## src/flash_spc_pkg.sv

```systemverilog
// Constants for the flash self-programming sequencer
`default_nettype none
package flash_spc_pkg;
    localparam int          CLK_PERIOD_NS  = 25;
    localparam int          CNT_W          = 19;
    localparam int          VERIFY_BLK_NS  = 6800000;
    localparam int          VERIFY_BYTE_NS = 27000;
    localparam int          ERASE_NS       = 8500000;
    localparam int          BLANK_NS       = 480000;
    localparam int          WRITE_NS       = 150000;
    localparam logic [CNT_W-1:0] VERIFY_BLOCK_CYCLES = CNT_W'(VERIFY_BLK_NS / CLK_PERIOD_NS);
    localparam logic [10:0] VERIFY_BYTE_CYCLES = 11'(VERIFY_BYTE_NS / CLK_PERIOD_NS);
    localparam logic [CNT_W-1:0] ERASE_CYCLES = CNT_W'(ERASE_NS / CLK_PERIOD_NS);
    localparam logic [CNT_W-1:0] BLANK_CYCLES = CNT_W'(BLANK_NS / CLK_PERIOD_NS);
    localparam logic [CNT_W-1:0] WRITE_CYCLES = CNT_W'(WRITE_NS / CLK_PERIOD_NS);
    // Register addresses
    localparam logic [15:0] ADDR_UNLOCK    = 16'hffa0;
    localparam logic [15:0] ADDR_STATUS    = 16'hffa1;
    localparam logic [15:0] ADDR_MODE      = 16'hffa2;
    localparam logic [15:0] ADDR_COMMAND   = 16'hffa3;
    localparam logic [15:0] ADDR_PTR_HIGH  = 16'hffa4;
    localparam logic [15:0] ADDR_PTR_LOW   = 16'hffa5;
    localparam logic [15:0] ADDR_CMP_HIGH  = 16'hffa6;
    localparam logic [15:0] ADDR_CMP_LOW   = 16'hffa7;
    localparam logic [15:0] ADDR_WBUF      = 16'hffa8;
    localparam logic [7:0]  UNLOCK_KEY     = 8'ha5;
    localparam logic [11:0] PROTECT_ADDR   = 12'h081;
    localparam logic [7:0]  BLANK_VALUE    = 8'hff;
    localparam logic [3:0]  PROTECT_BLOCKS = 4'h5;
    // Field positions
    localparam int          STAT_UNLOCK_ERR = 0;
    localparam int          STAT_VERIFY_ERR = 1;
    localparam int          STAT_PROTECT_ERR = 2;
    localparam int          MODE_SELECT_BIT = 0;
    localparam int          MODE_PROT_LSB   = 2;
    // Command codes
    localparam logic [2:0]  CMD_VERIFY     = 3'h1;
    localparam logic [2:0]  CMD_ERASE      = 3'h3;
    localparam logic [2:0]  CMD_BLANK      = 3'h4;
    localparam logic [2:0]  CMD_WRITE      = 3'h5;
    typedef enum logic [3:0] {
        U_IDLE = 4'b0001,
        U_KEY  = 4'b0010,
        U_VAL  = 4'b0100,
        U_INV  = 4'b1000
    } unlock_t;
    typedef enum logic [2:0] {
        S_LOAD = 3'b001,
        S_IDLE = 3'b010,
        S_RUN  = 3'b100
    } seq_t;
endpackage : flash_spc_pkg
`default_nettype wire

```

## src/flash_self_program.sv

```systemverilog
// Flash self-programming mode control and command sequencer
// How it works
// - Halt in self-programming mode launches the loaded flash command.
// - Halt released automatically when the running command finishes.
// - Maskable interrupts blocked while self-programming mode is set.
// - Interrupts stay pending; acknowledged once the mode is left.
// - Verify takes 6.8 ms per whole block, 27 us per byte.
// - Block erase of selected block ends 8.5 ms after halt.
// - Blank check of selected block ends 480 us after halt.
// - Byte write programs one byte, ends 150 us after halt.
// - Processor executes nothing while a command runs.
// - Data RAM untouched while a command runs.
// - Erased bytes read back as ff.
// - Port pins hold halt-mode states in self-programming mode.
// - External security ignored; writes stop on a protected block or a bit that needs setting.
// - Protect byte at 0081 copied to mode bits 2-6 after reset.
// - Mode select clears at reset; one means self-programming.
// - Mode register changes only via the unlock sequence.
// - Flash contents undefined if reset hits a write or erase.
// - Broken unlock leaves mode unchanged and sets the error flag.
// - Three-bit command selects verify, erase, blank check, write.
`default_nettype none
module flash_self_program
    import flash_spc_pkg::*;
#(
    parameter logic [CNT_W-1:0] VERIFY_BLOCK_CYC = VERIFY_BLOCK_CYCLES,
    parameter logic [CNT_W-1:0] ERASE_CYC        = ERASE_CYCLES,
    parameter logic [CNT_W-1:0] BLANK_CYC        = BLANK_CYCLES,
    parameter logic [CNT_W-1:0] WRITE_CYC        = WRITE_CYCLES
)(
    input  wire logic        CORE_CLK,
    input  wire logic        RESET_N,
    input  wire logic [15:0] REG_ADDR,
    input  wire logic [7:0]  REG_WDATA,
    input  wire logic        REG_WR,
    input  wire logic        REG_RD,
    output logic      [7:0]  REG_RDATA,
    input  wire logic        CPU_HALT_EXEC,
    output logic             CPU_STALL,
    output logic             HALT_RELEASE,
    output logic             INT_BLOCK,
    output logic             PORT_HOLD,
    output logic             RAM_INHIBIT,
    output logic      [11:0] FLASH_ADDR,
    output logic      [7:0]  FLASH_WDATA,
    output logic             FLASH_ERASE,
    output logic             FLASH_WRITE,
    input  wire logic [7:0]  FLASH_RDATA,
    input  wire logic        FLASH_VERIFY_FAIL
);
    unlock_t          u_q;
    unlock_t          u_d;
    seq_t             s_q;
    logic [7:0]       val_q;
    logic             mode_q;
    logic [4:0]       prot_q;
    logic [2:0]       stat_q;
    logic [2:0]       cmd_q;
    logic [7:0]       ph_q;
    logic [7:0]       pl_q;
    logic [7:0]       ch_q;
    logic [7:0]       cl_q;
    logic [7:0]       wbuf_q;
    logic [CNT_W-1:0] cnt_q;
    logic [CNT_W-1:0] el_q;
    logic [11:0]      addr_q;
    logic [11:0]      end_q;
    logic             scan_q;
    logic             blocked_q;
    logic             unlock_err;
    logic             apply;

    wire        wr_unlock = REG_WR && REG_ADDR == ADDR_UNLOCK;
    wire        wr_status = REG_WR && REG_ADDR == ADDR_STATUS;
    wire        wr_mode   = REG_WR && REG_ADDR == ADDR_MODE;
    wire        wr_cmd    = REG_WR && REG_ADDR == ADDR_COMMAND;
    wire        run       = s_q == S_RUN;
    wire        launch    = s_q == S_IDLE && CPU_HALT_EXEC && mode_q;
    wire        finish    = run && cnt_q == CNT_W'(1);
    wire [3:0]  blk       = ph_q[3:0];
    // Bit i of the protect byte guards block i for blocks 0-4; external security has no say here
    wire        prot_hit  = blk < PROTECT_BLOCKS && prot_q[blk[2:0]];
    wire        whole_blk = pl_q == 8'h00 && cl_q == 8'hff;
    wire [8:0]  vbytes    = 9'(cl_q - pl_q) + 9'h001;
    wire [19:0] vcyc      = 20'(vbytes) * 20'(VERIFY_BYTE_CYCLES);
    wire [CNT_W-1:0] dur  =
        cmd_q == CMD_VERIFY ? (whole_blk ? VERIFY_BLOCK_CYC : CNT_W'(vcyc)) :
        cmd_q == CMD_ERASE  ? ERASE_CYC :
        cmd_q == CMD_BLANK  ? BLANK_CYC :
        cmd_q == CMD_WRITE  ? WRITE_CYC :
        CNT_W'(1);
    wire        ranged    = cmd_q == CMD_VERIFY || cmd_q == CMD_WRITE;
    wire [11:0] start_a   = ranged ? {blk, pl_q} : {blk, 8'h00};
    wire [11:0] end_a     = cmd_q == CMD_VERIFY ? {blk, cl_q} :
                            cmd_q == CMD_BLANK  ? {blk, 8'hff} : start_a;
    wire        wr_conf   = |(wbuf_q & ~FLASH_RDATA);
    wire        modifies  = cmd_q == CMD_ERASE || cmd_q == CMD_WRITE;
    wire        set_vc    = scan_q && ((cmd_q == CMD_BLANK && FLASH_RDATA != BLANK_VALUE)
                            || (cmd_q == CMD_VERIFY && FLASH_VERIFY_FAIL));
    wire        set_wep   = (launch && modifies && prot_hit)
                            || (scan_q && !blocked_q && cmd_q == CMD_WRITE && wr_conf);
    wire [7:0]  mode_rd   = {1'b0, prot_q, 1'b0, mode_q};
    wire [7:0]  rd_mux    =
        REG_ADDR == ADDR_STATUS   ? {5'h00, stat_q} :
        REG_ADDR == ADDR_MODE     ? mode_rd :
        REG_ADDR == ADDR_COMMAND  ? {5'h00, cmd_q} :
        REG_ADDR == ADDR_PTR_HIGH ? ph_q :
        REG_ADDR == ADDR_PTR_LOW  ? pl_q :
        REG_ADDR == ADDR_CMP_HIGH ? ch_q :
        REG_ADDR == ADDR_CMP_LOW  ? cl_q :
        REG_ADDR == ADDR_WBUF     ? wbuf_q : 8'h00;

    assign CPU_STALL    = run;
    assign RAM_INHIBIT  = run;
    assign HALT_RELEASE = finish;
    // Held interrupts stay latched in the core and are served once this drops
    assign INT_BLOCK    = mode_q;
    assign PORT_HOLD    = mode_q;
    assign FLASH_ADDR   = addr_q;
    assign FLASH_WDATA  = wbuf_q;
    assign FLASH_ERASE  = scan_q && !blocked_q && cmd_q == CMD_ERASE;
    assign FLASH_WRITE  = scan_q && !blocked_q && cmd_q == CMD_WRITE && !wr_conf;

    // Any peripheral store outside the expected step breaks the sequence
    always_comb
    begin
        u_d        = u_q;
        unlock_err = 1'b0;
        apply      = 1'b0;
        if (wr_unlock && REG_WDATA == UNLOCK_KEY)
        begin
            u_d = U_KEY;
        end
        else if (REG_WR)
        begin
            u_d = U_IDLE;
            case (u_q)
                U_IDLE: unlock_err = wr_mode;
                U_KEY:
                begin
                    u_d        = wr_mode ? U_VAL : U_IDLE;
                    unlock_err = !wr_mode;
                end
                U_VAL:
                begin
                    u_d        = (wr_mode && REG_WDATA == ~val_q) ? U_INV : U_IDLE;
                    unlock_err = u_d == U_IDLE;
                end
                U_INV:
                begin
                    apply      = wr_mode && REG_WDATA == val_q;
                    unlock_err = !apply;
                end
                default: u_d = U_IDLE;
            endcase
        end
    end

    always_ff @(posedge CORE_CLK or negedge RESET_N)
    begin
        if (!RESET_N)
        begin
            u_q    <= U_IDLE;
            val_q  <= 8'h00;
            mode_q <= 1'b0;
        end
        else
        begin
            u_q <= u_d;
            if (u_q == U_KEY && wr_mode)
                val_q <= REG_WDATA;
            if (apply)
                mode_q <= REG_WDATA[MODE_SELECT_BIT];
        end
    end

    // Set beats a software clear in the same cycle
    always_ff @(posedge CORE_CLK or negedge RESET_N)
    begin
        if (!RESET_N)
            stat_q <= 3'h0;
        else
        begin
            stat_q[STAT_UNLOCK_ERR] <= unlock_err ||
                (stat_q[STAT_UNLOCK_ERR] && !(wr_status && !REG_WDATA[STAT_UNLOCK_ERR]));
            stat_q[STAT_VERIFY_ERR] <= set_vc ||
                (stat_q[STAT_VERIFY_ERR] && !(wr_status && !REG_WDATA[STAT_VERIFY_ERR]));
            stat_q[STAT_PROTECT_ERR] <= set_wep ||
                (stat_q[STAT_PROTECT_ERR] && !(wr_status && !REG_WDATA[STAT_PROTECT_ERR]));
        end
    end

    // Setup registers are frozen while the core is stalled
    always_ff @(posedge CORE_CLK or negedge RESET_N)
    begin
        if (!RESET_N)
        begin
            cmd_q  <= 3'h0;
            ph_q   <= 8'h00;
            pl_q   <= 8'h00;
            ch_q   <= 8'h00;
            cl_q   <= 8'h00;
            wbuf_q <= 8'h00;
        end
        else if (!run)
        begin
            if (wr_cmd)
                cmd_q <= REG_WDATA[2:0];
            if (REG_WR && REG_ADDR == ADDR_PTR_HIGH)
                ph_q <= REG_WDATA;
            if (REG_WR && REG_ADDR == ADDR_PTR_LOW)
                pl_q <= REG_WDATA;
            if (REG_WR && REG_ADDR == ADDR_CMP_HIGH)
                ch_q <= REG_WDATA;
            if (REG_WR && REG_ADDR == ADDR_CMP_LOW)
                cl_q <= REG_WDATA;
            if (REG_WR && REG_ADDR == ADDR_WBUF)
                wbuf_q <= REG_WDATA;
        end
    end

    always_ff @(posedge CORE_CLK or negedge RESET_N)
    begin
        if (!RESET_N)
            REG_RDATA <= 8'h00;
        else if (REG_RD)
            REG_RDATA <= rd_mux;
    end

    // Reset mid-erase leaves the array undefined; nothing here tries to recover
    always_ff @(posedge CORE_CLK or negedge RESET_N)
    begin
        if (!RESET_N)
        begin
            s_q       <= S_LOAD;
            prot_q    <= 5'h00;
            addr_q    <= PROTECT_ADDR;
            end_q     <= 12'h000;
            cnt_q     <= '0;
            scan_q    <= 1'b0;
            blocked_q <= 1'b0;
        end
        else
        begin
            case (s_q)
                S_LOAD:
                begin
                    prot_q <= FLASH_RDATA[4:0];
                    s_q    <= S_IDLE;
                end
                S_IDLE:
                    if (launch)
                    begin
                        s_q       <= S_RUN;
                        cnt_q     <= dur;
                        addr_q    <= start_a;
                        end_q     <= end_a;
                        scan_q    <= cmd_q == CMD_VERIFY || cmd_q == CMD_ERASE
                                     || cmd_q == CMD_BLANK || cmd_q == CMD_WRITE;
                        blocked_q <= modifies && prot_hit;
                    end
                S_RUN:
                begin
                    cnt_q <= cnt_q - CNT_W'(1);
                    if (scan_q && addr_q != end_q)
                        addr_q <= addr_q + 12'h001;
                    else
                        scan_q <= 1'b0;
                    if (finish)
                        s_q <= S_IDLE;
                end
                default: s_q <= S_IDLE;
            endcase
        end
    end

    // Cycles spent in the run state, read only by the checks below
    always_ff @(posedge CORE_CLK or negedge RESET_N)
    begin
        if (!RESET_N)
            el_q <= '0;
        else if (launch)
            el_q <= '0;
        else if (run)
            el_q <= el_q + CNT_W'(1);
    end
endmodule : flash_self_program
`default_nettype wire

```

## config.mk

```make
export PLATFORM = sky130hd
export DESIGN_NAME = flash_self_program
export DESIGN_NICKNAME = d
export VERILOG_FILES = /design/src/flash_spc_pkg.sv /design/src/flash_self_program.sv
export SDC_FILE = /design/constraint.sdc
export NUM_CORES = 1
export LEC_CHECK = 0
export ABC_CLOCK_PERIOD_IN_PS = 7440
export BUFFER_PORTS_ARGS = -buffer_cell sky130_fd_sc_hd__buf_2
export CORE_UTILIZATION = 29
export DETAILED_ROUTE_END_ITERATION = 12
export SETUP_SLACK_MARGIN = 0.2
export SLEW_MARGIN = 20
export SYNTH_ARGS = -nofsm -noshare
export SYNTH_HDL_FRONTEND = slang
export SYNTH_SLANG_ARGS = --single-unit
```

## constraint.sdc

```tcl
create_clock -name CORE_CLK -period 7.44 [get_ports CORE_CLK]
set_input_delay 0.744 -clock CORE_CLK [delete_from_list [all_inputs] [get_ports CORE_CLK]]
set_output_delay 0.744 -clock CORE_CLK [all_outputs]
set_load 0.01 [all_outputs]
```

==> results.yml, run 1 <==
run_status:
  status: "finished, final reports clean"
pwr:
  powerDensity_nw_per_um2: 171
  leakagePower_nw: 4.38
  ir_worst_vdd_mv: 0.122
finish:
  final_cell_mix: "dfrtp_1 (116), inv_1 (77), nand2_1 (75)"
  fillers: 2819
  areaGrowthSynthToFinish_pct: 16.3
  drive_gt1_frac: 0.193
  fin_util: 0.347
  finish.net_count: 1037
  final_common_cell: "dfrtp_1"
  diodes: 0
route:
  wire_per_inst_um: 17.0
  wl_mm: 22.5
  drc: 0
  first_pass_iters: 5
  ant_nets: 0
  vias: 6872
  drt-initial-drc-count: 534
  via_per_inst: 5.19
yosys:
  synth.area.mux_share: 0.0848
  synth_top_area_cell: "dfrtp_1"
  synth_cells: 882
  yosysSeqAreaShare: 0.370
  async_flop_share: 1.00
  yosys-top-cells-area: "dfrtp_1 (36%), ha_1 (7.7%), mux2_2 (7.1%)"
  ys_warn_count: 0
  synth_top_area_frac: 0.358
  yosysUniqueCellTypes: 77
  netlist_area_um2: 8120
  avgSynthCellArea_um2: 9.21
  yosys_register_bits: 120
  synth_ff_type: "dfrtp_1"
  syn_nets: 981
  synth_top_family_by_area: "simple AND/OR/NAND/NOR gates"
  synth_fa_ha_area_frac: 0.104
  synth_edf_count: 0
  synthSimpleGateAreaFrac: 0.171
  yosys.area_share.xor_xnor: 0.0430
  synth_compound_area_frac: 0.170
cts:
  clock_latency_ns: 0.42
  clock_sinks: 120
  cts_tree: "built"
  clkTransAtPathRegs_ns: 0.06
  cts_resized: 0
  hold_buffers: 0
  numCtsBuffers: 17
  cts_max_level: 4
  cts_setup_buffers: 0
  clockBufferDepth: 2
  cts-root-buf: "clkbuf_16"
global_route:
  globalRoute.totalOverflow: 0
  grt_pass1_wl_mm: 36.5
  first_global_vias: 6571
  grtUsageTotal: 0.162
  grt_max_degree: 64
  antenna_found_initial: 1
floorplan:
  core.rowCount: 60
  die-area_um2: 28700
  core-area_um2: 27200
  start_util: 0.299
  io_pins: 73
  die_w_um: 169
  die_h_um: 169
placed_design:
  gp_congestion: 0.811
  hpwl_mm: 16.6
  port_buffers: 72
  pre_cts_slack_ns: 1.71
setup_path:
  ff2ff_path_depth: 23
  start_kind: "register"
  critPathRequiredTime_ns: 7.79
  cp_max_fo: 6
  timing.rr.start: "pl_q[1]"
  end_kind: "register"
  worst-setup-path-type: "reg2reg"
  crit_arrival_ns: 6.11
  r2r-end: "cnt_q[17]"
  reg2reg_slack_ns: 1.69
sta:
  hold_viol: 0
  fin_ws_ns: 1.69
  fin_tns_setup_ns: 0
  fin_skew_ns: 0.0104
  fmax_mhz: 174
  post-route-min-period_ns: 5.75
  relSlewSlack: 0.398
  setup_viol_count_final: 0
  maxSlewViolCount: 0
  tightest_slew_ns: 0.901
  timing.hold.ws_ns: 0.382
  finalCritPeriodShare: 0.774
  rsz0062_at_grt: "false"
flow_run:
  maxCapViolCount: 0
min_path:
  holdCritPathClass: "in2async"
## metrics by stage
step | cell area (µm²) | std cells | total power [mW]
after floorplan | 8120 | 882 | 0.702
after global placement | 8820 | 1291 | 0.741
after detailed placement | 8820 | 1291 | 0.742
after CTS | 9440 | 1323 | 1.62
after global routing | 9440 | 1323 | 1.66
final | 9440 | 1323 | 1.61
## how the worst max path moves through the flow
stage               depth (start not counted)  slack, ns   endpoint     from
finish                                     23       1.69  cnt_q[17]  pl_q[1]
detailed placement                         23       1.71  cnt_q[17]  pl_q[1]
CTS                                        23       1.69  cnt_q[17]  pl_q[1]
global placement                           23       1.89  cnt_q[17]  pl_q[1]
floorplan                                  23       2.13  cnt_q[17]  pl_q[1]
global route                               23       1.31  cnt_q[17]  pl_q[1]
## registers in the layout (all words and copies together), names as in the netlist
signal,count
FLASH_ADDR,12
FLASH_WDATA,8
INT_BLOCK,1
REG_RDATA,8
blocked_q,1
ch_q,8
cl_q,8
cmd_q,3
cnt_q,19
end_q,12
ph_q,8
pl_q,8
prot_q,5
s_q,3
scan_q,1
stat_q,3
u_q,4
val_q,8
## cell type report
cell class | count | area (µm²) | area share
clock inverters | 13 | 179 | 0.0190
repair buffers | 77 | 400 | 0.0424
well taps | 372 | 465 | 0.0493
flip-flops and latches | 120 | 3010 | 0.319
multi-input cells | 644 | 4650 | 0.493
inverters | 78 | 293 | 0.0310
clock buffers | 19 | 443 | 0.0469
## critical path, cell delays in order, from the launching register on
cell	delay [ns]
dfrtp_1	0.45
ha_1	0.31
inv_1	0.04
ha_1	0.23
fa_1	0.41
a21o_1	0.17
a21oi_1	0.21
o21bai_1	0.08
a21oi_1	0.17
xor2_1	0.33
inv_1	0.19
xnor2_1	0.21
fa_1	0.46
fa_1	0.54
inv_1	0.04
ha_1	0.33
or2_2	0.32
o31ai_1	0.11
nor3_2	0.10
o31a_1	0.31
o22a_1	0.19
a21oi_2	0.12
mux2i_1	0.21
o22a_1	0.16
## power breakdown
group          switching (mW)  internal, mW  total, mW
clock                   0.316         0.567      0.883
combinational          0.0432        0.0204     0.0636
sequential            0.00641         0.660      0.666
total                   0.366          1.25       1.61
## cell families (layout without fill, tap and decap cells)
logic type | count (synthesis) | in the layout
and+or+nand+nor | 270 | 270
xor gates and xnor gates | 39 | 39
AOI/OAI and AO/OA | 212 | 212
buffers and inverters | 118 | 187
adders and majority gates | 61 | 61
DFF | 120 | 120
other | 1 | 1
muxes | 61 | 61
## synthesized netlist by cell type, types with 8 or more instances
cell and count:
dfrtp_1 116, inv_1 77, nand2_1 75, nor2_1 71
a21oi_1 64, mux2_2 51, ha_1 50, o21ai_0 48
clkbuf_1 30, xnor2_1 28, nand3_1 21, nor3_1 16
nand4_1 14, fa_1 11, o22ai_1 11, xor2_1 10
a31oi_1 8, and3_1 8, mux2i_1 8, nor2b_1 8
o22a_1 8, o41ai_1 8
## routing by layer
| layer | share of wire | wire length, µm | vias to the layer above | track usage |
|---|---|---|---|---|
| met5 | 0.00045 | 10 | - | 0 |
| met4 | 0.010 | 225 | 2 | 0.0376 |
| met3 | 0.053 | 1190 | 21 | 0.0245 |
| met2 | 0.45 | 10000 | 203 | 0.248 |
| met1 | 0.49 | 11000 | 3378 | 0.238 |
| li1 | - | - | 3268 | - |
No activity file was read; power rests on OpenSTA's default activity.
==> run 2, diff against run 1 <==
--- a/config.mk
+++ b/config.mk
@@ -5,7 +5,8 @@
 export SDC_FILE = /design/constraint.sdc
 export NUM_CORES = 1
 export LEC_CHECK = 0
-export ABC_CLOCK_PERIOD_IN_PS = 7440
+export ABC_AREA = 1
+export ABC_CLOCK_PERIOD_IN_PS = 5600
 export BUFFER_PORTS_ARGS = -buffer_cell sky130_fd_sc_hd__buf_2
 export CORE_UTILIZATION = 29
 export DETAILED_ROUTE_END_ITERATION = 12
==> constraint.sdc (replaced) <==
create_clock -name CORE_CLK -period 5.6 [get_ports CORE_CLK]
set_input_delay 0.56 -clock CORE_CLK [delete_from_list [all_inputs] [get_ports CORE_CLK]]
set_output_delay 0.56 -clock CORE_CLK [all_outputs]
set_load 0.01 [all_outputs]
==> run 2 against run 1 <==
Effect of this change: routed wire length rose by 11%; power rose by 30%; critical endpoint unchanged; utilization fell by 0.52 points.
==> results.yml, run 2 <==
sta:
  maxSlewViolCount: 0
  finalCritPeriodShare: 0.882
  setup_viol_count_final: 0
  hold_viol: 0
  post-route-min-period_ns: 4.94
  fin_skew_ns: 0.0133
  relSlewSlack: 0.409
  fin_tns_setup_ns: 0
  rsz0062_at_grt: "false"
  tightest_slew_ns: 0.886
  fmax_mhz: 203
yosys:
  syn_nets: 1271
  async_flop_share: 1.00
  synth_commonest_cells: "nand2_1 (244), inv_1 (196), nor2_1 (121), dfrtp_1 (116), o21ai_0 (90)"
  synth_edf_count: 0
  yosysMostFrequentCell: "nand2_1"
  avgSynthCellArea_um2: 7.27
  synth_ff_type: "dfrtp_1"
  yosys-top-cells-area: "dfrtp_1 (34%), nand2_1 (11%), inv_1 (8.6%)"
  synth_top_area_frac: 0.340
  yosysUniqueCellTypes: 52
  synth_cells: 1172
  yosysSeqAreaShare: 0.353
  ys_warn_count: 0
  synth_top_area_cell: "dfrtp_1"
  yosys_register_bits: 120
  netlist_area_um2: 8530
finish:
  finish.net_count: 1344
  areaGrowthSynthToFinish_pct: 15.5
  fin_util: 0.342
  fillers: 3077
  drive_gt1_frac: 0.120
  regMostFlops: "cnt_q"
  register_area_um2: 3010
  multi_input_area_um2: 4600
  final_common_cell: "nand2_1"
  largest_reg_flops: 19
  diodes: 0
  final_cells: 1642
  fin_area_um2: 9850
  final_cell_mix: "nand2_1 (244), inv_1 (196), nor2_1 (121)"
cts:
  clock_latency_ns: 0.43
  numCtsBuffers: 17
  cts_setup_buffers: 0
  cts_tree: "built"
  clockBufferDepth: 2
  clkTransAtPathRegs_ns: 0.06
  clock_sinks: 120
  cts-root-buf: "clkbuf_16"
  cts_max_level: 4
setup_path:
  cp_top_family: "adder cells"
  cp_max_fo: 6
  start_kind: "register"
  critPathRequiredTime_ns: 5.92
  worst-setup-path-type: "reg2reg"
  end_kind: "register"
  crit_arrival_ns: 5.26
  crit_buf_inv: 5
  cp_slowest_cell: "fa_1"
  slowest_delay_ns: 0.54
global_route:
  grtUsageTotal: 0.170
  grt_pass1_wl_mm: 40.3
  grt_max_degree: 67
  first_global_vias: 7389
  antenna_found_initial: 0
  globalRoute.totalOverflow: 0
placed_design:
  gp_congestion: 0.890
  port_buffers: 72
  hpwl_mm: 19.2
  placed_area_um2: 9250
  dp_cells: 1609
pwr:
  leakagePower_nw: 5.27
  powerDensity_nw_per_um2: 213
  power_mw: 2.10
  ir_worst_vdd_mv: 0.197
floorplan:
  start_util: 0.296
  die_w_um: 173
  die_h_um: 173
  core.rowCount: 62
  die-area_um2: 30100
  io_pins: 73
  core-area_um2: 28800
route:
  via_per_inst: 4.86
  drt-initial-drc-count: 618
  first_pass_iters: 6
  ant_nets: 0
  wire_per_inst_um: 15.2
  drc: 0
  wl_mm: 25.0
  vias: 7979
run_status:
  status: "finished, final reports clean"
flow_run:
  maxCapViolCount: 0
min_path:
  holdCritPathClass: "in2reg"
==> run 2: cell count changes after synthesis, moves of 9 or more <==
cell | before | now
xor2_1 | 10 | 24
nor2_1 | 71 | 121
mux2_2 | 51 | 1
xnor2_1 | 28 | 7
o21ai_0 | 48 | 90
nand3_1 | 21 | 74
inv_1 | 77 | 196
clkbuf_1 | 30 | 5
nand2_1 | 75 | 244
nor3_1 | 16 | 25
==> run 2: worst reg2reg max path, stage by stage, from the launching register on <==
cell and delay (ns):
dfrtp_1 0.40, inv_1 0.08, ha_1 0.27, inv_1 0.04, ha_1 0.23, fa_1 0.43
nand4_1 0.12, nand3_1 0.12, xor2_2 0.25, inv_1 0.15, ha_1 0.30, inv_1 0.05
fa_1 0.48, fa_1 0.54, inv_1 0.04, ha_1 0.37, nand2_1 0.12, nor2_1 0.14
nand3_1 0.09, nand3_1 0.14, nand2_1 0.07, nand3_1 0.10, nand2_1 0.05, nand2_1 0.05
nand2_1 0.05, a21oi_1 0.12, nor2_1 0.05
==> run 2: logic make-up (layout without fill, tap and decap cells) <==
| kind of cell | count (synthesis) | in the layout | synth area share |
|---|---|---|---|
| and+or+nand+nor | 524 | 524 | 0.275 |
| buffers and inverters | 230 | 316 | 0.109 |
| AOI/OAI and AO/OA | 204 | 204 | 0.131 |
| DFF | 120 | 120 | 0.353 |
| adders and majority gates | 61 | 61 | 0.0992 |
| xor gates and xnor gates | 31 | 31 | 0.0318 |
| other | 1 | 1 | 0.000440 |
| muxes | 1 | 1 | 0.00132 |
==> run 2: metrics by stage <==
step | hold slack (ns) | worst slack, ns
finish | 0.422 | 0.663
detailed placement | 0.368 | 0.571
global placement | 0.368 | 0.675
global route | 0.436 | 0.226
CTS | 0.420 | 0.559
floorplan | 0.264 | 1.02
==> run 2: worst paths after layout <==
check / from / cells past startpoint / slack, ns / to
max: cl_q[1] / 26 / 0.66 / cnt_q[17]
min: REG_RD / 3 / 0.42 / REG_RDATA[6]
max reg2reg: cl_q[1] / 26 / 0.66 / cnt_q[17]
min reg2reg: ph_q[2] / 2 / 0.48 / ph_q[2]
max in group asynchronous: RESET_N / 3 / 4.07 / cnt_q[3]
min in group asynchronous: RESET_N / 2 / 0.46 / val_q[7]
==> run 2: power by group <==
part / total [mW] / internal [mW] / switching [mW]
clock: 1.08 / 0.651 / 0.433
combinational: 0.118 / 0.0347 / 0.0830
sequential: 0.898 / 0.883 / 0.0151
==> run 2: final cells by class <==
cell class	count	share of cell area
inverters	207	0.0789
flip-flops and latches	120	0.305
repair buffers	77	0.0409
clock buffers	20	0.0474
clock inverters	12	0.0118
multi-input cells	822	0.467
well taps	384	0.0488
==> run 2: repair_timing <==
| item | 4_1_cts | 5_1_grt |
|---|---|---|
| setup endpoints to repair | 0 | 2 |
| hold buffers | 1 | 0 |
| gates resized for setup | 0 | 1 |
| endpoints found under the hold margin | 4 | 0 |
==> run 2: routing by layer <==
metal / part of all wire / track usage / up-vias
met2: 0.44 / 0.253 / 288
met1: 0.48 / 0.248 / 3706
met3: 0.072 / 0.0342 / 22
met5: 0 / 0 / -
li1: - / - / 3963
met4: 0.014 / 0.0468 / 0
